[config.mk]
export PLATFORM = sky130hd
export DESIGN_NAME = lhbe_top
export DESIGN_NICKNAME = d
export VERILOG_FILES = /design/src/rtl/lhbe_pkg.sv /design/src/rtl/lhbe_rx.sv /design/src/rtl/lhbe_top.sv
export SDC_FILE = /design/constraint.sdc
export NUM_CORES = 1
export LEC_CHECK = 0
export BUFFER_PORTS_ARGS = -buffer_cell sky130_fd_sc_hd__clkbuf_2
export CORE_ASPECT_RATIO = 0.75
export CORE_MARGIN = 2
export CORE_UTILIZATION = 30
export CTS_BUF_LIST = sky130_fd_sc_hd__clkbuf_8
export CTS_CLUSTER_SIZE = 14
export DETAILED_ROUTE_END_ITERATION = 16
export PLACE_DENSITY = 0.58
export SETUP_SLACK_MARGIN = 0.5
export SYNTH_ARGS = -nofsm -noshare
export SYNTH_HDL_FRONTEND = slang
export SYNTH_SLANG_ARGS = --single-unit
[constraint.sdc]
create_clock -name sys_clk -period 6.3 [get_ports sys_clk]
set_input_delay 1.26 -clock sys_clk [delete_from_list [all_inputs] [get_ports sys_clk]]
set_output_delay 1.26 -clock sys_clk [all_outputs]
set_load 0.1 [all_outputs]
[src/rtl/lhbe_pkg.sv]
// Constants, encodings and states of the LIN header and break engine.
// Assumes one 100 MHz clock; bit time is given in clock cycles by software.
package lhbe_pkg;

   // Clock
   localparam int          CLK_PERIOD_NS  = 10;

   // Mode encodings
   localparam logic [1:0]  LIN_FUNC_SEL   = 2'h1;
   localparam logic [1:0]  HDR_BREAK_ONLY = 2'h0;
   localparam logic [1:0]  HDR_BREAK_SYNC = 2'h1;
   localparam logic [1:0]  HDR_FULL       = 2'h2;

   // Byte framing
   localparam logic [7:0]  SYNC_BYTE      = 8'h55;
   localparam logic [7:0]  FRAME_LAST_BIT = 8'h09;
   localparam logic [3:0]  DATA_LAST_BIT  = 4'h7;

   // Break generation and detection
   localparam logic [3:0]  BREAK_BITS_RST = 4'hD;
   localparam logic [23:0] BRK_DET_BITS   = 24'h00000B;
   localparam logic [23:0] BRK_CNT_MAX    = 24'hFFFFFF;

   // Reset values
   localparam logic [15:0] BIT_CNT_RST    = 16'h0000;
   localparam logic [7:0]  BITS_LEFT_RST  = 8'h00;
   localparam logic [9:0]  SHIFT_RST      = 10'h3FF;
   localparam logic [2:0]  SIN_SYNC_RST   = 3'h7;

   typedef enum logic [2:0] {
      TX_IDLE  = 3'b000,
      TX_BREAK = 3'b001,
      TX_DELIM = 3'b010,
      TX_FRAME = 3'b011,
      TX_GAP   = 3'b100
   } lhbe_tx_state_e;

   typedef enum logic [1:0] {
      STG_NONE = 2'b00,
      STG_SYNC = 2'b01,
      STG_ID   = 2'b10
   } lhbe_stage_e;

   typedef enum logic [1:0] {
      RX_IDLE  = 2'b00,
      RX_START = 2'b01,
      RX_DATA  = 2'b10,
      RX_STOP  = 2'b11
   } lhbe_rx_state_e;

endpackage

[src/rtl/lhbe_rx.sv]
// Byte receiver: start bit, eight data bits LSB first, one stop bit.
// Assumes rx_line is already synchronised and bit_clks is at least 2.
`timescale 1ns/1ns
module lhbe_rx
   import lhbe_pkg::*;
(
   input  wire logic        sys_clk,
   input  wire logic        srst,
   input  wire logic        enable,
   input  wire logic        rx_line,
   input  wire logic [15:0] bit_clks,
   output logic      [7:0]  rx_data,
   output logic             rx_valid
);

   lhbe_rx_state_e state_q;
   logic [15:0]    cnt_q;
   logic [3:0]     idx_q;
   logic [7:0]     shift_q;
   logic           line_prev_q;
   logic           at_mid;
   logic           at_end;

   assign at_mid = (cnt_q == (bit_clks >> 1));
   assign at_end = (cnt_q >= bit_clks - 16'h0001);

   // Own transmitted bytes come back here too, giving software its read-back
   always_ff @(posedge sys_clk) begin
      if (srst || !enable) begin
         state_q  <= RX_IDLE;
         cnt_q    <= BIT_CNT_RST;
         idx_q    <= 4'h0;
         shift_q  <= 8'h00;
         rx_data  <= 8'h00;
         rx_valid <= 1'b0;
         line_prev_q <= 1'b1;
      end else begin
         rx_valid <= 1'b0;
         line_prev_q <= rx_line;
         cnt_q    <= at_end ? BIT_CNT_RST : cnt_q + 16'h0001;
         unique case (state_q)
            RX_IDLE: begin
               cnt_q <= BIT_CNT_RST;
               // Falling edge only, so a long break is not read as many bytes
               if (!rx_line && line_prev_q) begin
                  state_q <= RX_START;
               end
            end
            RX_START: begin
               // Glitch shorter than half a bit is not a start
               if (at_mid && rx_line) begin
                  state_q <= RX_IDLE;
               end else if (at_end) begin
                  state_q <= RX_DATA;
                  idx_q   <= 4'h0;
               end
            end
            RX_DATA: begin
               if (at_mid) begin
                  shift_q <= {rx_line, shift_q[7:1]};
               end
               if (at_end) begin
                  idx_q <= idx_q + 4'h1;
                  if (idx_q == DATA_LAST_BIT) begin
                     state_q <= RX_STOP;
                  end
               end
            end
            RX_STOP: begin
               if (at_mid) begin
                  state_q  <= RX_IDLE;
                  rx_data  <= shift_q;
                  rx_valid <= rx_line;
               end
            end
         endcase
      end
   end

endmodule

[src/rtl/lhbe_top.sv]
// LIN header and break engine of an asynchronous serial port.
// Assumes software drives the control ports and holds them stable per header.
// How it works
// - Port works as LIN only when function select equals 01.
// - Bytes are start 0, eight data bits LSB first, stop 1.
// - Header select 0 breaks, 1 adds sync, 2 adds identifier.
// - Full header sends break, sync, then the protected identifier field.
// - Parity enable makes hardware compute P0 and P1 from ID0-ID5.
// - Header request starts header; hardware clears it, then empty flag sets.
// - Bit error check flags input differing from output while transmitting.
// - Receiver captures own transmitted bytes for software read-back.
// - Break is break_length dominant bits, default 13, then delimiter.
// - Delimiter defaults to one bit and byte spacing to zero bits, adjustable by fields.
// - Break detect enable starts detector independent of the receiver.
// - Break flag sets when over 11 dominant bits end in recessive.
// - LIN interrupt enable raises interrupt on break detected flag.
// - Slave operation enters when slave enable is set in LIN mode.
// - Response bytes are sent from holding data, received from the bus.
`timescale 1ns/1ns
module lhbe_top
   import lhbe_pkg::*;
(
   input  wire logic        sys_clk,
   input  wire logic        srst,
   input  wire logic [1:0]  function_select,
   input  wire logic [15:0] baud_divider,
   input  wire logic [1:0]  header_select,
   input  wire logic [7:0]  protected_identifier,
   input  wire logic        identifier_parity_enable,
   input  wire logic        send_header_set,
   input  wire logic [3:0]  break_length,
   input  wire logic [1:0]  delimiter_length,
   input  wire logic [7:0]  transmit_gap_delay,
   input  wire logic        bit_error_enable,
   input  wire logic        bit_error_clear,
   input  wire logic        break_detect_enable,
   input  wire logic        break_flag_clear,
   input  wire logic        lin_interrupt_enable,
   input  wire logic        slave_enable,
   input  wire logic [7:0]  transmit_holding,
   input  wire logic        transmit_valid,
   output logic             transmit_ready,
   output logic [7:0]       receive_buffer,
   output logic             receive_available_flag,
   output logic             send_header_request,
   output logic             transmitter_empty_flag,
   output logic             break_detected_flag,
   output logic             bit_error_flag,
   output logic             lin_irq,
   output logic             slave_active,
   input  wire logic        serial_input_pin,
   output logic             serial_output_pin
);

   lhbe_tx_state_e tx_state_q;
   lhbe_stage_e    stage_q;
   logic [2:0]     sin_sync_q;
   logic           sin_q;
   logic           lin_mode;
   logic [15:0]    bit_cnt_q;
   logic           bit_end;
   logic           bit_late;
   logic [7:0]     bits_left_q;
   logic [9:0]     shift_q;
   logic [7:0]     pid_tx;
   logic           more_id;
   logic [7:0]     gap_left;
   logic [23:0]    low_cnt_q;
   logic [23:0]    brk_limit;
   logic           brk_set;
   logic           sin_prev_q;
   logic           err_set;

   assign lin_mode  = (function_select == LIN_FUNC_SEL);
   assign bit_end   = (bit_cnt_q >= baud_divider - 16'h0001);
   assign bit_late  = (bit_cnt_q == baud_divider - 16'h0002);
   assign more_id   = (stage_q == STG_SYNC) && (header_select == HDR_FULL);
   assign gap_left  = transmit_gap_delay - 8'h01;
   assign transmit_ready = lin_mode && (tx_state_q == TX_IDLE) && !send_header_request;

   // Hardware parity overrides the two top bits of the identifier
   assign pid_tx[5:0] = protected_identifier[5:0];
   assign pid_tx[6]   = identifier_parity_enable ?
                        (pid_tx[0] ^ pid_tx[1] ^ pid_tx[2] ^ pid_tx[4]) :
                        protected_identifier[6];
   assign pid_tx[7]   = identifier_parity_enable ?
                        ~(pid_tx[1] ^ pid_tx[3] ^ pid_tx[4] ^ pid_tx[5]) :
                        protected_identifier[7];

   // Pin synchroniser; a level counts once stages two and three agree
   always_ff @(posedge sys_clk) begin
      if (srst) begin
         sin_sync_q <= SIN_SYNC_RST;
         sin_q      <= 1'b1;
      end else begin
         sin_sync_q <= {sin_sync_q[1:0], serial_input_pin};
         if (sin_sync_q[1] == sin_sync_q[2]) begin
            sin_q <= sin_sync_q[2];
         end
      end
   end

   always_ff @(posedge sys_clk) begin
      if (srst || tx_state_q == TX_IDLE || bit_end) begin
         bit_cnt_q <= BIT_CNT_RST;
      end else begin
         bit_cnt_q <= bit_cnt_q + 16'h0001;
      end
   end

   // Software sets the request; a new set in the clearing cycle survives
   always_ff @(posedge sys_clk) begin
      if (srst) begin
         send_header_request <= 1'b0;
      end else if (send_header_set) begin
         send_header_request <= 1'b1;
      end else if (stage_q != STG_NONE && tx_state_q == TX_IDLE) begin
         send_header_request <= 1'b0;
      end
   end

   // Transmit sequencer: break, delimiter, bytes, inter-byte gap
   always_ff @(posedge sys_clk) begin
      if (srst) begin
         tx_state_q  <= TX_IDLE;
         stage_q     <= STG_NONE;
         bits_left_q <= BITS_LEFT_RST;
         shift_q     <= SHIFT_RST;
      end else begin
         unique case (tx_state_q)
            TX_IDLE: begin
               stage_q <= STG_NONE;
               shift_q <= SHIFT_RST;
               if (lin_mode && send_header_request && stage_q == STG_NONE) begin
                  tx_state_q  <= TX_BREAK;
                  stage_q     <= STG_SYNC;
                  bits_left_q <= {4'h0, break_length - 4'h1};
               end else if (transmit_ready && transmit_valid) begin
                  tx_state_q  <= TX_FRAME;
                  bits_left_q <= FRAME_LAST_BIT;
                  shift_q     <= {1'b1, transmit_holding, 1'b0};
               end
            end
            TX_BREAK: begin
               if (bit_end && bits_left_q == BITS_LEFT_RST) begin
                  tx_state_q  <= TX_DELIM;
                  bits_left_q <= {6'h00, delimiter_length};
               end else if (bit_end) begin
                  bits_left_q <= bits_left_q - 8'h01;
               end
            end
            TX_DELIM: begin
               if (bit_end && bits_left_q == BITS_LEFT_RST) begin
                  if (header_select == HDR_BREAK_ONLY) begin
                     tx_state_q <= TX_IDLE;
                  end else begin
                     tx_state_q  <= TX_FRAME;
                     bits_left_q <= FRAME_LAST_BIT;
                     shift_q     <= {1'b1, SYNC_BYTE, 1'b0};
                  end
               end else if (bit_end) begin
                  bits_left_q <= bits_left_q - 8'h01;
               end
            end
            TX_FRAME: begin
               if (bit_end && bits_left_q == BITS_LEFT_RST) begin
                  if (transmit_gap_delay != 8'h00) begin
                     tx_state_q  <= TX_GAP;
                     bits_left_q <= gap_left;
                  end else if (more_id) begin
                     stage_q     <= STG_ID;
                     bits_left_q <= FRAME_LAST_BIT;
                     shift_q     <= {1'b1, pid_tx, 1'b0};
                  end else begin
                     tx_state_q <= TX_IDLE;
                  end
               end else if (bit_end) begin
                  bits_left_q <= bits_left_q - 8'h01;
                  shift_q     <= {1'b1, shift_q[9:1]};
               end
            end
            TX_GAP: begin
               shift_q <= SHIFT_RST;
               if (bit_end && bits_left_q == BITS_LEFT_RST) begin
                  if (more_id) begin
                     tx_state_q  <= TX_FRAME;
                     stage_q     <= STG_ID;
                     bits_left_q <= FRAME_LAST_BIT;
                     shift_q     <= {1'b1, pid_tx, 1'b0};
                  end else begin
                     tx_state_q <= TX_IDLE;
                  end
               end else if (bit_end) begin
                  bits_left_q <= bits_left_q - 8'h01;
               end
            end
            default: begin
               tx_state_q <= TX_IDLE;
            end
         endcase
      end
   end

   always_ff @(posedge sys_clk) begin
      if (srst) begin
         serial_output_pin <= 1'b1;
      end else if (tx_state_q == TX_BREAK) begin
         serial_output_pin <= 1'b0;
      end else if (tx_state_q == TX_FRAME) begin
         serial_output_pin <= shift_q[0];
      end else begin
         serial_output_pin <= 1'b1;
      end
   end

   always_ff @(posedge sys_clk) begin
      if (srst) begin
         transmitter_empty_flag <= 1'b1;
      end else begin
         transmitter_empty_flag <= (tx_state_q == TX_IDLE) && !send_header_request;
      end
   end

   // Compare late in the bit: the echo lags about five cycles, so divider >= 7
   assign err_set = bit_error_enable && lin_mode && tx_state_q != TX_IDLE &&
                    bit_late && (sin_q != serial_output_pin);

   always_ff @(posedge sys_clk) begin
      if (srst) begin
         bit_error_flag <= 1'b0;
      end else if (err_set) begin
         bit_error_flag <= 1'b1;
      end else if (bit_error_clear) begin
         bit_error_flag <= 1'b0;
      end
   end

   // Break detector works from the pin alone, not from the receiver
   assign brk_limit = 24'(baud_divider) * BRK_DET_BITS;
   assign brk_set   = break_detect_enable && lin_mode && sin_q && !sin_prev_q &&
                      (low_cnt_q > brk_limit);

   always_ff @(posedge sys_clk) begin
      if (srst || !break_detect_enable) begin
         low_cnt_q  <= 24'h000000;
         sin_prev_q <= 1'b1;
      end else begin
         sin_prev_q <= sin_q;
         if (sin_q) begin
            low_cnt_q <= 24'h000000;
         end else if (low_cnt_q != BRK_CNT_MAX) begin
            low_cnt_q <= low_cnt_q + 24'h000001;
         end
      end
   end

   always_ff @(posedge sys_clk) begin
      if (srst) begin
         break_detected_flag <= 1'b0;
      end else if (brk_set) begin
         break_detected_flag <= 1'b1;
      end else if (break_flag_clear) begin
         break_detected_flag <= 1'b0;
      end
   end

   always_ff @(posedge sys_clk) begin
      if (srst) begin
         lin_irq <= 1'b0;
      end else begin
         lin_irq <= (lin_interrupt_enable && break_detected_flag) ||
                    bit_error_flag;
      end
   end

   always_ff @(posedge sys_clk) begin
      if (srst) begin
         slave_active <= 1'b0;
      end else begin
         slave_active <= lin_mode && slave_enable;
      end
   end

   lhbe_rx u_rx (
      .sys_clk  (sys_clk),
      .srst     (srst),
      .enable   (lin_mode),
      .rx_line  (sin_q),
      .bit_clks (baud_divider),
      .rx_data  (receive_buffer),
      .rx_valid (receive_available_flag)
   );
endmodule

* Word level (Yosys, flattened, before mapping)
Cells that the tools add are included.
** Word-level totals
- Input port bits :: 62
- Logic and storage cells :: 197
- Bits in registers :: 115
- Output and inout bits :: 17
** Cells by class
- Add/sub/neg operators :: 9
- Reductions and logical operators :: 57
- Muxes and demuxes :: 60
- Multiply operators :: 1
- Bitwise logic cells :: 9
- Equal/unequal tests :: 35
- $lt $le $gt $ge :: 3
** Operators with widths (count)
- 8-bit 2-to-1 mux :: 10
- 10-bit 2-to-1 mux :: 6
- 10-bit case mux with 4 select lines :: 1
- 8-bit case mux with 5 select lines :: 1
- 9-bit 2-to-1 mux :: 4
- 16-bit by 1-bit adder with 16-bit output, second input constant :: 2
- 16-bit >= comparator :: 2
- 24-bit by 1-bit adder with 24-bit output, second input constant :: 1
- 24-bit by 20-bit > comparator with 1-bit output :: 1
- 2-bit 2-to-1 mux :: 12
- 3-bit 2-to-1 mux :: 8
- 24-bit inequality test, second input constant :: 1
- 1-bit logical AND :: 21
- 16-bit by 4-bit multiplier with 20-bit output, second input constant :: 1
- 3-bit inequality test, second input constant :: 6
- 16-bit by 15-bit == test with 1-bit output :: 1
- 16-bit == test :: 1
- 16-bit by 1-bit subtractor with 16-bit output, second input constant :: 1
- 16-bit by 2-bit subtractor with 16-bit output, second input constant :: 1
- 8-bit by 1-bit subtractor with 8-bit output, second input constant :: 2
- 3-bit case mux with 5 select lines :: 1
- 2-bit inequality test, second input constant :: 7
- 4-bit 2-to-1 mux :: 3
- 6-bit AND reduction :: 2
- 34 further kinds :: 78

* Longest topological paths before layout
Gate-level depths: netlist of run 1.
- Depth in word-level cells :: 9
- Gate-level depth with buffers :: 19
- Gate-level depth less buffers :: 19

* Hierarchy
Synthesis of run 1 repeated with hierarchy kept, for this count alone.
** Second synthesis, totals
- Cells, all modules :: 1156
- Area, all modules :: 9287.7 µm²
** Modules (own cells, without submodules)
- lhbe_top :: area an instance 6922.9 µm², times used 1, cells an instance 889, seq. area each 1481.4 µm²
- lhbe_rx :: area an instance 2364.8 µm², times used 1, cells an instance 267, seq. area each 800.8 µm²

* Worst setup path after synthesis of run 1
OpenSTA, ideal clock, no wires.
- Path type :: input-to-reg
- Start :: input baud_divider[2]
- End :: register break_detected_flag
- Arrival :: 4.805 ns
- Required time :: 6.172 ns
- Stages :: 19
- Buffers on the path :: 1
- Setup time :: 0.128 ns
- Path slack :: 1.367 ns
- Cells stage by stage :: clkbuf_1 inv_1 ha_1 ha_1 fa_1 a211o_1 a21oi_1 o21ai_0 a211oi_1 o31ai_1 a21oi_1 xor2_1 ha_1 and4_1 nand2_1 nor3_1 a31oi_1 a22oi_1 o21ai_0
** Between the ends
- Longest elaborated chain between the ends :: 4
** Ends and longest elaborated chain
- start: declaration :: line lhbe_top.sv:26 : input wire logic [15:0] baud_divider,
- 16-bit by 4-bit multiplier with 20-bit output * :: line lhbe_top.sv:239 : assign brk_limit = 24'(baud_divider) * BRK_DET_BITS;
- 24-bit by 20-bit > comparator with 1-bit output * :: line lhbe_top.sv:241 : (low_cnt_q > brk_limit);
- 1-bit logical AND * :: line lhbe_top.sv:240 : assign brk_set = break_detect_enable && lin_mode && sin_q && !sin_prev_q &&
- 1-bit 2-to-1 mux or 2-bit nonzero test (tied branches)
- end signal: assignment :: line lhbe_top.sv:259 : break_detected_flag <= 1'b0;
- end signal: assignment :: line lhbe_top.sv:261 : break_detected_flag <= 1'b1;
- end signal: assignment :: line lhbe_top.sv:263 : break_detected_flag <= 1'b0;
- end: declaration :: line lhbe_top.sv:47 : output logic break_detected_flag,
Mark *: on every way between the ends. The rest lies on a longest branch, timed or not.
A chain may end at the register's enable or synchronous reset.

* Worst setup path after layout of run 1
- Start :: input baud_divider[2]
- End :: register bits_left_q[0]
** Between the ends
- Longest elaborated chain between the ends :: 5
** Ends and longest elaborated chain
- 16-bit by 1-bit subtractor with 16-bit output * :: line lhbe_top.sv:75 : assign bit_end = (bit_cnt_q >= baud_divider - 16'h0001);
- 16-bit >= comparator * :: line lhbe_top.sv:75
- 8-bit 2-to-1 mux or 1-bit logical AND (tied branches)
- 8-bit 2-to-1 mux, or another cell as far along :: line lhbe_top.sv:184 : if (bit_end && bits_left_q == BITS_LEFT_RST) begin
- 8-bit case mux with 5 select lines or 3-bit AND reduction (tied branches)
- end signal: assignment :: line lhbe_top.sv:137 : bits_left_q <= {4'h0, break_length - 4'h1};
- end signal: assignment :: line lhbe_top.sv:147 : bits_left_q <= {6'h00, delimiter_length};
- end signal: assignment :: line lhbe_top.sv:194 : bits_left_q <= bits_left_q - 8'h01;
- end: declaration :: line lhbe_top.sv:63 : logic [7:0] bits_left_q;
Marks and branches as above.

==> impl_results.md, run 1 <==
* Run status: finished clean
* RSZ-0062 raised after global routing: no
* Register-to-Register Path Depth at 9
* Vias at about 8000
* Drt total wl at roughly 25000 um
* Post-DP HPWL at 19500 um
* Worst Path Arrival at 5.35 ns
* Routed Antenna Nets at 0
* Yosys warns at 0
* Critical path launch point type: input port
* Hold depth at 1
* Die area at about 32000 um^2
* Diode count at 0
* Initial core utilization at 0.308
* #FFs+latches synth at between 100 and 150
* Largest net degree at the start of global routing at 29
* GRT overflow at 0
* VDD IR max at roughly 0.13 mV
* FF-to-FF Start: u_rx.cnt_q[0]
* Number of synthesized flops with an enable pin at 0
* Worst-margin pin slew at approximately 1.2 ns
* WS Path Type: input port to flip-flop
* Layout Cell Area excl Fill at between 10000 and 15000 um^2
* Worst Path Max Fanout at 16
* Top Ports at approximately 80
* Hold buffer count at CTS at 0
* R2r endpoint: u_rx.cnt_q[15]
* Distinct cells, synth at 76
* Filler instances at between 3000 and 4000
* Vias per std cell at roughly 5.0
* CP Data Required Time at approximately 6.6 ns
* Setup tns final at 0 ns
* Core footprint at ~29000 um^2
* DRT Pass-1 Iters at 5
* Htree depth at 4
* Drt drc at 0
* Fin nets at between 1000 and 1500
* Clock transition at path regs at roughly 0.070 ns
* Lkg Pwr at 4.25 nW
* Setup Skew at 0.0199 ns
* Final setup viols at 0
* Num rows at 54
* Initial DRC count at approximately 670
* Sinks on Clock Net at 114
* Wire length per cell at around 16 um
* Top_reg_cell synth: dfxtp_1
* Instance area at placement at between 9000 and 10000 um^2
* Number of buffers created by CTS at 17
* Pwr dens at about 250 nW/um^2
* Vias in the first global route at 7379
* Longest Clk Path Bufs at 2
* Hold crit path type: flip-flop to flip-flop
* Max Fclk at roughly 0.20 GHz
* Synth Area per Inst at a little over 8 um^2
* Gate Count Post-Synth at 1114
* Worst Hold Path EP: sin_sync_q[1]
* Die Y at approximately 150 um
* CTS tree: done
* Post-CTS setup buffers at 0
* Hold path start: sin_sync_q[0]
* Slew Viols, Final at 0
* Root Buffer: clkbuf_8
* Die X-Extent at 204 um
* Sequential cell area fraction in the yosys report at 0.253
* Final hold vios at 0
* Post-synth ARST share at 0
* Endpoint class of the critical path: flip-flop
* Syn nets at about 1300
* Final Wtd Congestion at between 0.9 and 1
* Overall routing resource usage at 0.158
* Layout cells sized above 1 at 0.118
* Post-CTS Resized at 0
* Antenna violations before repair at 2
* Commonest non-fill, non-tap cells in the layout: nor2_1, dfxtp_1, ha_1
* # port buffers at about 80
* Slew margin rel. at 0.172
* Max-Cap Viols at 0
* Clock latency on the worst-skew pair at 0.45 ns
* Commonest non-fill, non-tap cell in the layout: nor2_1
* First-pass GRT wire length at just under 40000 um
* Area Overhead vs Synth at 12.9%
* Reg2reg setup slack at between 3 and 4 ns
* Post-Syn Area at 9020 um^2
* Final min period at between 5 and 6 ns
* Fin crit share at 0.797
critical path, cell delays in order:
cell and delay [ns]:
clkbuf_2 0.18, inv_1 0.14, ha_1 0.21, nor3b_2 0.48, nand2_1 0.32, a311oi_1 0.38
xnor2_1 0.25, ha_1 0.32, a21oi_1 0.12, o21ai_0 0.10, a21oi_1 0.35, a31oi_4 0.32
a21oi_1 0.46, o21ai_1 0.13, a221oi_1 0.31
sequential cells by signal (all words and copies together) (netlist names), 2 cells and up, named ones only:
name and flops:
bit_cnt_q 16, bits_left_q 8, low_cnt_q 24, shift_q 9, sin_sync_q 3, stage_q 2
tx_state_q 3, u_rx.cnt_q 16, u_rx.idx_q 4, u_rx.rx_data 8, u_rx.shift_q 8
per-layer routing:
metal	vias up	track usage	share of wire
li1	4033	-	-
met1	3749	0.238	0.52
met2	184	0.225	0.42
met3	21	0.0293	0.049
met4	2	0.0497	0.015
met5	-	0	0.00052
how the worst max path moves through the flow:
stage	start	endpoint	slack, ns	cells past startpoint
after floorplan	baud_divider[2]	break_detected_flag	1.37	19
after CTS	baud_divider[1]	bits_left_q[0]	1.39	15
after global routing	baud_divider[1]	bits_left_q[0]	0.90	16
after global placement	baud_divider[1]	bits_left_q[0]	0.94	15
after detailed placement	baud_divider[1]	shift_q[8]	0.93	16
final	baud_divider[2]	bits_left_q[0]	1.28	15
where the power goes:
part	leakage, nW	switching (mW)	internal [mW]
clock network	0.214	0.326	0.412
logic	3.11	0.614	0.359
registers	0.923	0.0649	0.771
total	4.25	1.01	1.54
metrics by stage:
| step | instances | worst slack, ns | utilization | total power, mW | hold slack (ns) |
|---|---|---|---|---|---|
| final | 1583 | 1.28 | 0.347 | 2.55 | 0.410 |
| after global routing | 1583 | 0.903 | 0.347 | 2.73 | 0.435 |
| after CTS | 1583 | 1.39 | 0.347 | 2.56 | 0.412 |
| after detailed placement | 1551 | 0.933 | 0.333 | 1.81 | 0.394 |
| after global placement | 1551 | 0.935 | 0.333 | 1.81 | 0.392 |
| after floorplan | 1114 | 1.37 | - | 1.58 | 0.389 |
cell usage after synthesis (4+ instances only):
| cell | number | area (um^2) |
|---|---|---|
| a211o_1 | 5 | 43.8 |
| a211oi_1 | 9 | 67.6 |
| a21o_1 | 18 | 135 |
| a21oi_1 | 54 | 270 |
| a221o_1 | 4 | 40.0 |
| a311oi_1 | 4 | 35.0 |
| a31oi_1 | 13 | 81.3 |
| and3_1 | 15 | 93.8 |
| and4_1 | 4 | 35.0 |
| buf_2 | 4 | 20.0 |
| clkbuf_1 | 27 | 101 |
| dfxtp_1 | 114 | 2280 |
| fa_1 | 13 | 260 |
| ha_1 | 99 | 1240 |
| inv_1 | 94 | 353 |
| mux2i_1 | 20 | 200 |
| nand2_1 | 76 | 285 |
| nand2b_1 | 11 | 68.8 |
| nand3_1 | 48 | 240 |
| nand4_1 | 18 | 113 |
| nor2_1 | 132 | 495 |
| nor2b_1 | 7 | 43.8 |
| nor3_1 | 39 | 195 |
| nor3b_1 | 6 | 45.0 |
| nor4_1 | 17 | 106 |
| o21a_1 | 5 | 37.5 |
| o21ai_0 | 32 | 160 |
| o21ai_1 | 8 | 40.0 |
| o31ai_1 | 9 | 67.6 |
| or2_2 | 5 | 31.3 |
| or3_1 | 4 | 25.0 |
| xnor2_1 | 72 | 631 |
| xor2_1 | 55 | 482 |
final cells by class:
cell class / instances / area [um^2] / share of cell area
clock inverter: 13 / 159 / 0.0156
clock buffer: 19 / 262 / 0.0257
tap: 392 / 490 / 0.0482
multi-input combinational: 871 / 6230 / 0.612
timing repair buffer: 80 / 405 / 0.0398
sequential: 114 / 2280 / 0.224
inverter: 94 / 353 / 0.0346
cell families after synthesis:
logic type / count (synthesis) / share of synthesized area
fa+ha+maj: 112 / 0.166
buf+inv: 129 / 0.0563
xor+xnor: 127 / 0.123
compound gates: 208 / 0.159
flops: 114 / 0.253
mux: 21 / 0.0234
simple gates: 403 / 0.219
(Power assumes the default switching activity.)
==> inputs of run 2 (changes only) <==
- ABC_AREA: default -> 1
- PLACE_DENSITY: 0.58 -> 0.59
- clock period: 6.3 -> 4.2 ns (I/O delays scaled with it)
==> run 2 against run 1 <==
Compared with the run above:
- flip-flop and latch count did not move
- global-route usage rose by 1.7 points
- highest routed layer is now met4
- hold slack better by 0.0038 ns
==> impl_results.md, run 2 <==
* Core footprint at 31300 um^2 (+6.6%)
* Run status: finished clean
* Routed Antenna Nets at 0 (unchanged)
* Vias per std cell at 4.82 (-4.5%)
* First-pass GRT wire length at 46100 um (+16%)
* CP Data Required Time at 4.62 ns (-2.00 ns)
* Yosys top cell by area: dfxtp_1
* R2r endpoint: bits_left_q[5]
* Reg2reg setup slack at 1.92 ns (-1.40 ns)
* Layout cells sized above 1 at 0.219 (+0.101)
* CP Launch Point: baud_divider[1]
* Initial core utilization at 0.304 (-0.00380)
* Htree depth at 4 (unchanged)
* Sequential cell area fraction in the yosys report at 0.240 (-0.0126)
* Post-DP HPWL at 22700 um (+16%)
* DRT Pass-1 Iters at 5 (unchanged)
* Top_reg_cell synth: dfxtp_1
* Largest Register: low_cnt_q
* Post-Syn Area at 9500 um^2 (+5.3%)
* Slew Viols, Final at 0 (unchanged)
* WP depth at 23 (+8)
* Hold buffer count at CTS at 0 (unchanged)
* Vias at 9786 (+22%)
* Sw Share at 0.405 (+0.0107)
* Post-synth ARST share at 0 (unchanged)
* Vias in the first global route at 8916 (+21%)
* Die area at 33100 um^2 (+5.1%)
* Distinct cells, synth at 54 (-29%)
* Pwr Total at 4.55 mW (+79%)
* Commonest non-fill, non-tap cell in the layout: nand2_1
* Pwr dens at 372 nW/um^2 (+49%)
* Longest Clk Path Bufs at 2 (unchanged)
* Yosys warns at 0 (unchanged)
* #FFs+latches synth at 114 (unchanged)
* Final setup viols at 0 (unchanged)
* Hold crit path type: flip-flop to flip-flop
* Overall routing resource usage at 0.175 (+0.0170)
* Top cells by count, synth: nand2_1, inv_1, nor2_1
* Worst Path Arrival at 4.26 ns (-1.09 ns)
* Fin nets at 1784 (+32%)
* Clk pwr share at 0.273 (-0.017)
* Top cells by area, synth: dfxtp_1, ha_1, nand2_1, inv_1, nor2_1
* GRT overflow at 0 (unchanged)
* Antenna violations before repair at 1 (-1)
* FF-to-FF Start: bit_cnt_q[15]
* Max Fclk at roughly 0.26 GHz
* Clock transition at path regs at 0.08 ns (about the same)
* NetSw at 1.85 mW (+84%)
* Commonest non-fill, non-tap cells in the layout: nand2_1, inv_1, nor2_1
* Slowest Stage Delay on Critical Path at 0.51 ns (+0.03 ns)
* Number of synthesized flops with an enable pin at 0 (unchanged)
* WS Path Type: input port to flip-flop
* Worst Path Max Fanout at 4 (-12)
* Max-Cap Viols at 0 (unchanged)
* Endpoint class of the critical path: flip-flop
* Max reg flops at 24 (unchanged)
* Drt total wl at 28400 um (+14%)
* Filler instances at 3300 (+6.1%)
* RSZ-0062 raised after global routing: yes
* VDD IR max at 0.243 mV (+80%)
* Wire length per cell at 14.0 um (-11%)
* Most frequent cell after synthesis: nand2_1
* Delay-heaviest family, CP: simple AND/OR/NAND/NOR gates
* # port buffers at 78 (unchanged)
* Worst-margin pin slew at 0.897 ns (-0.328 ns)
* Critical path launch point type: input port
* Die Y at 158 um (+2.5%)
* Initial DRC count at 834 (+25%)
* Lkg Pwr at 5.69 nW (+34%)
* Synth Area per Inst at 6.72 um^2 (-17%)
* Slew margin rel. at 0.397 (+0.225)
* Crit path cell chain: clkbuf_2 -> ha_4 -> fa_1 -> ha_4 -> nand2_1 -> nor2_4 -> and3_4 -> nor2_4 -> o21bai_4 -> nand3_2 -> nand2_1 -> nand2_1 -> nand2_1 -> a21oi_2 -> ha_1 -> nand4_1 -> nor2_2 -> or3b_4 -> inv_2 -> nand2_2 -> nand3_2 -> nand3_2 -> o21ai_1
* WP buf/inv at 2 (unchanged)
* Hold slack at 0.414 ns (+0.00378 ns)
* Root Buffer: clkbuf_8
* Post-synth top area share at 0.240 (-0.0126)
* Gate Count Post-Synth at 1413 (+27%)
* Final Wtd Congestion at 0.901 (-9.4%)
* PnR worst setup slack at 0.361 ns (-0.915 ns)
* Pre-CTS WS at -0.310 ns (-1.24 ns)
* Setup Skew at 0.0171 ns (-0.00278 ns)
* Final min period at 3.84 ns
* Drt drc at 0 (unchanged)
* CTS tree: done
* Combinational fraction of design power at 0.456 (+0.074)
* Internal power at 2.71 mW (+76%)
* Final hold vios at 0 (unchanged)
* CP most frequent cell: nand2_1
* Fin crit share at 0.914
* Die X-Extent at 209 um (+2.5%)
* CP max-delay cell: fa_1
* Largest registers: low_cnt_q x24, bit_cnt_q x16, u_rx.cnt_q x16
* Num rows at 56 (+3.7%)
* Area Overhead vs Synth at 28.8%
* Worst Setup EP: break_detected_flag
* Register-to-Register Path Depth at 15 (+6)
* Top Ports at 79 (unchanged)
* Number of buffers created by CTS at 17 (unchanged)
* Sinks on Clock Net at 114 (unchanged)
* Clock latency on the worst-skew pair at 0.48 ns (+0.03 ns)
* Syn nets at 1587 (+23%)
* Reg power frac at 0.271 (-0.057)
* Largest net degree at the start of global routing at 22 (-24%)
-- run 2: changes by cell type after synthesis, sizes merged, moves of 11 or more --
cell,before,now
inv,94,217
and3,15,1
nor2,134,168
nand2b,11,0
xnor2,72,24
mux2i,20,0
clkbuf,27,11
a31oi,15,2
nand2,79,309
a21oi,56,104
nand3,48,87
a21o,18,2
o21ai,40,77
-- run 2: metal layers --
layer / wire length (um) / up-vias / part of all wire / track usage
li1: - / 4994 / - / -
met1: 14400 / 4491 / 0.51 / 0.261
met2: 11700 / 281 / 0.41 / 0.254
met3: 2140 / 20 / 0.075 / 0.0385
met4: 260 / 0 / 0.0092 / 0.0409
met5: 0 / - / 0 / 0
-- run 2: kinds of logic (layout without fill, tap and decap cells) --
logic type,Yosys count,in the layout,share of synthesized area
compound gates,214,214,0.124
xor+xnor,81,81,0.0747
fa+ha+maj,112,112,0.158
buf+inv,238,448,0.0962
flops,114,114,0.240
other cells,0,1,0
simple gates,654,654,0.307
-- run 2: area by class of cell --
cell class	instances	area [um^2]	area share
Antenna cell	1	2.50	0.000205
Clock inverter	13	196	0.0161
Tap cell	406	508	0.0415
Sequential cell	114	2280	0.187
Multi-Input combinational cell	1061	6750	0.552
Timing Repair Buffer	195	1390	0.113
Clock buffer	19	262	0.0214
Inverter	221	840	0.0686
-- run 2: what timing repair did --
item,in CTS,in global routing
pin swaps,18,30
setup endpoints to repair,6,54
buffers inserted,2,4
resized for setup,30,66
-- run 2: worst min-delay path by stage --
| stage | cells past startpoint | endpoint | slack (ns) | start |
|---|---|---|---|---|
| after floorplan | 1 | sin_sync_q[1] | 0.39 | sin_sync_q[0] |
| after global placement | 1 | sin_sync_q[1] | 0.40 | sin_sync_q[0] |
| after detailed placement | 1 | sin_sync_q[1] | 0.40 | sin_sync_q[0] |
| after CTS | 1 | sin_sync_q[1] | 0.42 | sin_sync_q[0] |
| after global routing | 1 | sin_sync_q[1] | 0.43 | sin_sync_q[0] |
| final | 1 | sin_sync_q[1] | 0.41 | sin_sync_q[0] |
-- run 2: stage by stage --
stage | cell area [um^2] | utilization | TNS (ns) | instances
detailed placement | 11400 | 0.364 | -0.471 | 1991
floorplan | 9680 | - | 0 | 1413
global placement | 11400 | 0.364 | -0.271 | 1991
CTS | 12000 | 0.383 | 0 | 2025
global route | 12200 | 0.391 | 0 | 2029
finish | 12200 | 0.391 | 0 | 2030
-- run 2: power by group through the flow --
stage | Clock [mW] | Combinational (mW) | Sequential (mW)
floorplan | 0 | 1.28 | 1.29
global placement | 0 | 1.89 | 1.26
detailed placement | 0 | 1.91 | 1.26
CTS | 1.27 | 1.95 | 1.23
global route | 1.32 | 2.33 | 1.25
finish | 1.25 | 2.07 | 1.23
==> inputs of run 3 (changes only) <==
- CELL_PAD_IN_SITES_DETAIL_PLACEMENT: default -> 1
- CELL_PAD_IN_SITES_GLOBAL_PLACEMENT: default -> 2
- PLACE_DENSITY: 0.59 -> 0.87
==> run 3 against run 2 <==
Compared with the run above:
- utilization decreased by 0.46 points
- first-iteration DRC count is 41% lower
- clock-buffer cell count stayed put
- setup slack worse by 0.061 ns
==> impl_results.md, run 3 (synthesized netlist as in run 2, its figures left out) <==
* Combinational fraction of design power at 0.482 (+0.026)
* Root Buffer: clkbuf_8
* Top Ports at 79 (unchanged)
* Drt total wl at 31800 um (+12%)
* Endpoint class of the critical path: flip-flop
* Fin nets at 1770 (-0.78%)
* Antenna violations before repair at 0 (-1)
* Drt drc at 0 (unchanged)
* Register-to-Register Path Depth at 11 (-4)
* CP Launch Point: baud_divider[5]
* Wire length per cell at 15.8 um (+13%)
* Final setup viols at 0 (unchanged)
* Critical path launch point type: input port
* Vias at 9797 (+0.11%)
* Clk pwr share at 0.241 (-0.032)
* Slew margin rel. at 0.395 (-0.00222)
* Overall routing resource usage at 0.194 (+0.0188)
* Final Wtd Congestion at 0.841 (-6.7%)
* # port buffers at 78 (unchanged)
* Slowest Stage Delay on Critical Path at 0.49 ns (-0.02 ns)
* VDD IR max at 0.215 mV (-12%)
* Core footprint at 31300 um^2 (unchanged)
* Setup Skew at 0.0164 ns (-0.000762 ns)
* Sinks on Clock Net at 114 (unchanged)
* Max reg flops at 24 (unchanged)
* Max-Cap Viols at 0 (unchanged)
* Lkg Pwr at 5.64 nW (-0.81%)
* Routed Antenna Nets at 0 (unchanged)
* Longest Clk Path Bufs at 2 (unchanged)
* CP max-delay cell: fa_1
* NetSw at 1.88 mW (+1.7%)
* CTS tree: done
* CP Data Required Time at 4.62 ns (about the same)
* Commonest non-fill, non-tap cell in the layout: nand2_1
* First-pass GRT wire length at 50500 um (+9.5%)
* Largest registers: low_cnt_q x24, bit_cnt_q x16, u_rx.cnt_q x16
* Die area at 33100 um^2 (unchanged)
* Footprint of the multi-input gates at 6810 um^2 (+0.78%)
* Vias in the first global route at 9709 (+8.9%)
* Max Fclk at 0.256 GHz (-1.6%)
* Instance area at placement at 11200 um^2 (-1.6%)
* Pwr dens at 371 nW/um^2 (-0.33%)
* Worst Path Max Fanout at 5 (+1)
* Reg2reg setup slack at 1.88 ns (-0.04 ns)
* Final hold vios at 0 (unchanged)
* Num rows at 56 (unchanged)
* RSZ-0062 raised after global routing: yes
* Internal power at 2.61 mW (-3.7%)
* DRT Pass-1 Iters at 4 (-1)
* Run status: finished clean
* Number of buffers created by CTS at 17 (unchanged)
* Die Y at 158 um (unchanged)
* Vias per std cell at 4.87 (+0.96%)
* Hold crit path type: flip-flop to flip-flop
* FF/Latch Area at 2280 um^2 (unchanged)
* Layout Cell Area excl Fill at 12100 um^2 (-1.2%)
* Area Overhead vs Synth at 27.3%
* Hold buffer count at CTS at 0 (unchanged)
* Final Util at 0.387 (-0.00456)
* Worst Path Arrival at 4.32 ns (+0.06 ns)
* Final min period at 3.90 ns (+0.0612 ns)
* Slew Viols, Final at 0 (unchanged)
* Initial core utilization at 0.304 (unchanged)
* Layout cells sized above 1 at 0.207 (-0.0121)
* FF-to-FF Start: u_rx.cnt_q[8]
* Post-DP HPWL at 25400 um (+12%)
* Fin crit share at 0.929 (+0.0146)
* WS Path Type: input port to flip-flop
* Die X-Extent at 209 um (unchanged)
* Worst-margin pin slew at 0.900 ns (+0.00330 ns)
* CP most frequent cell: nand2_1
* Largest Register: low_cnt_q
* Reg power frac at 0.277 (+0.006)
* Largest net degree at the start of global routing at 22 (unchanged)
* GRT overflow at 0 (unchanged)
* Commonest non-fill, non-tap cells in the layout: nand2_1, inv_1, nor2_1
* R2r endpoint: u_rx.shift_q[0]
* Htree depth at 4 (unchanged)
* Clock transition at path regs at 0.08 ns (about the same)
* Worst Setup EP: break_detected_flag
* Sw Share at 0.418 (+0.0130)
* Filler instances at 4023 (+22%)
* Initial DRC count at 488 (-41%)
* Clock latency on the worst-skew pair at 0.49 ns (about the same)
* Diode count at 0 (-1)
-- run 3: cell types whose count changed in the layout (fill, tap and decap cells not counted), sizes merged --
cell	before	now
clkbuf	93	97
bufinv	4	3
clkinv	6	7
nand3	87	88
clkinvlp	2	0
buf	121	102
diode	1	0
-- run 3: cell type report --
| cell class | count | share of cell area |
|---|---|---|
| tap | 406 | 0.0420 |
| sequential | 114 | 0.189 |
| inverter | 221 | 0.0694 |
| clock buffer | 19 | 0.0216 |
| clock inverter | 11 | 0.0102 |
| timing repair buffer | 180 | 0.105 |
| multi-input combinational | 1062 | 0.563 |
-- run 3: power groups by stage --
stage               sequential [mW]  clock [mW]  combinational [mW]
global placement               1.26           0                1.89
detailed placement             1.26           0                1.95
finish                         1.24        1.08                2.16
floorplan                      1.29           0                1.28
CTS                            1.24        1.11                2.03
global route                   1.25        1.16                2.40
-- run 3: layer usage --
| metal | track usage | part of all wire | vias up |
|---|---|---|---|
| met5 | 0 | 0 | - |
| met4 | 0.0490 | 0.013 | 0 |
| met3 | 0.0363 | 0.035 | 30 |
| met2 | 0.302 | 0.44 | 125 |
| met1 | 0.276 | 0.51 | 4679 |
| li1 | - | - | 4963 |
-- run 3: worst min path at each step --
stage	from	endpoint	slack [ns]	depth (start not counted)
floorplan	sin_sync_q[0]	sin_sync_q[1]	0.39	1
global placement	sin_sync_q[0]	sin_sync_q[1]	0.40	1
detailed placement	sin_sync_q[0]	sin_sync_q[1]	0.40	1
CTS	sin_sync_q[0]	sin_sync_q[1]	0.42	1
global route	sin_sync_q[0]	sin_sync_q[1]	0.43	1
finish	sin_sync_q[0]	sin_sync_q[1]	0.41	1
-- run 3: through the flow --
stage          total power, mW  worst slack, ns  hold slack [ns]  instances  setup TNS (ns)
6_report                  4.49            0.300            0.414       2013               0
4_1_cts                   4.38            0.299            0.415       2006               0
2_1_floorplan             2.57            0.162            0.389       1413               0
3_5_place_dp              3.21           -0.385            0.400       1968          -0.385
5_1_grt                   4.82           0.0998            0.429       2013               0
3_3_place_gp              3.15           -0.196            0.399       1968          -0.196
-- run 3: repair_timing --
action / 4_1_cts / 5_1_grt
endpoints found under the setup margin: 10 / 47
cloned: 0 / 2
pin swaps: 25 / 19
gates resized for setup: 34 / 52
buffers inserted: 8 / 5
-- run 3: critical path, delay by kind of cell --
| family | cells | cell delay, ns |
|---|---|---|
| buffers and inverters | 4 | 0.28 |
| AND/OR/NAND/NOR | 14 | 1.41 |
| AO/OA/AOI/OAI | 4 | 0.45 |
| adder cells (fa/ha/maj) | 4 | 1.34 |
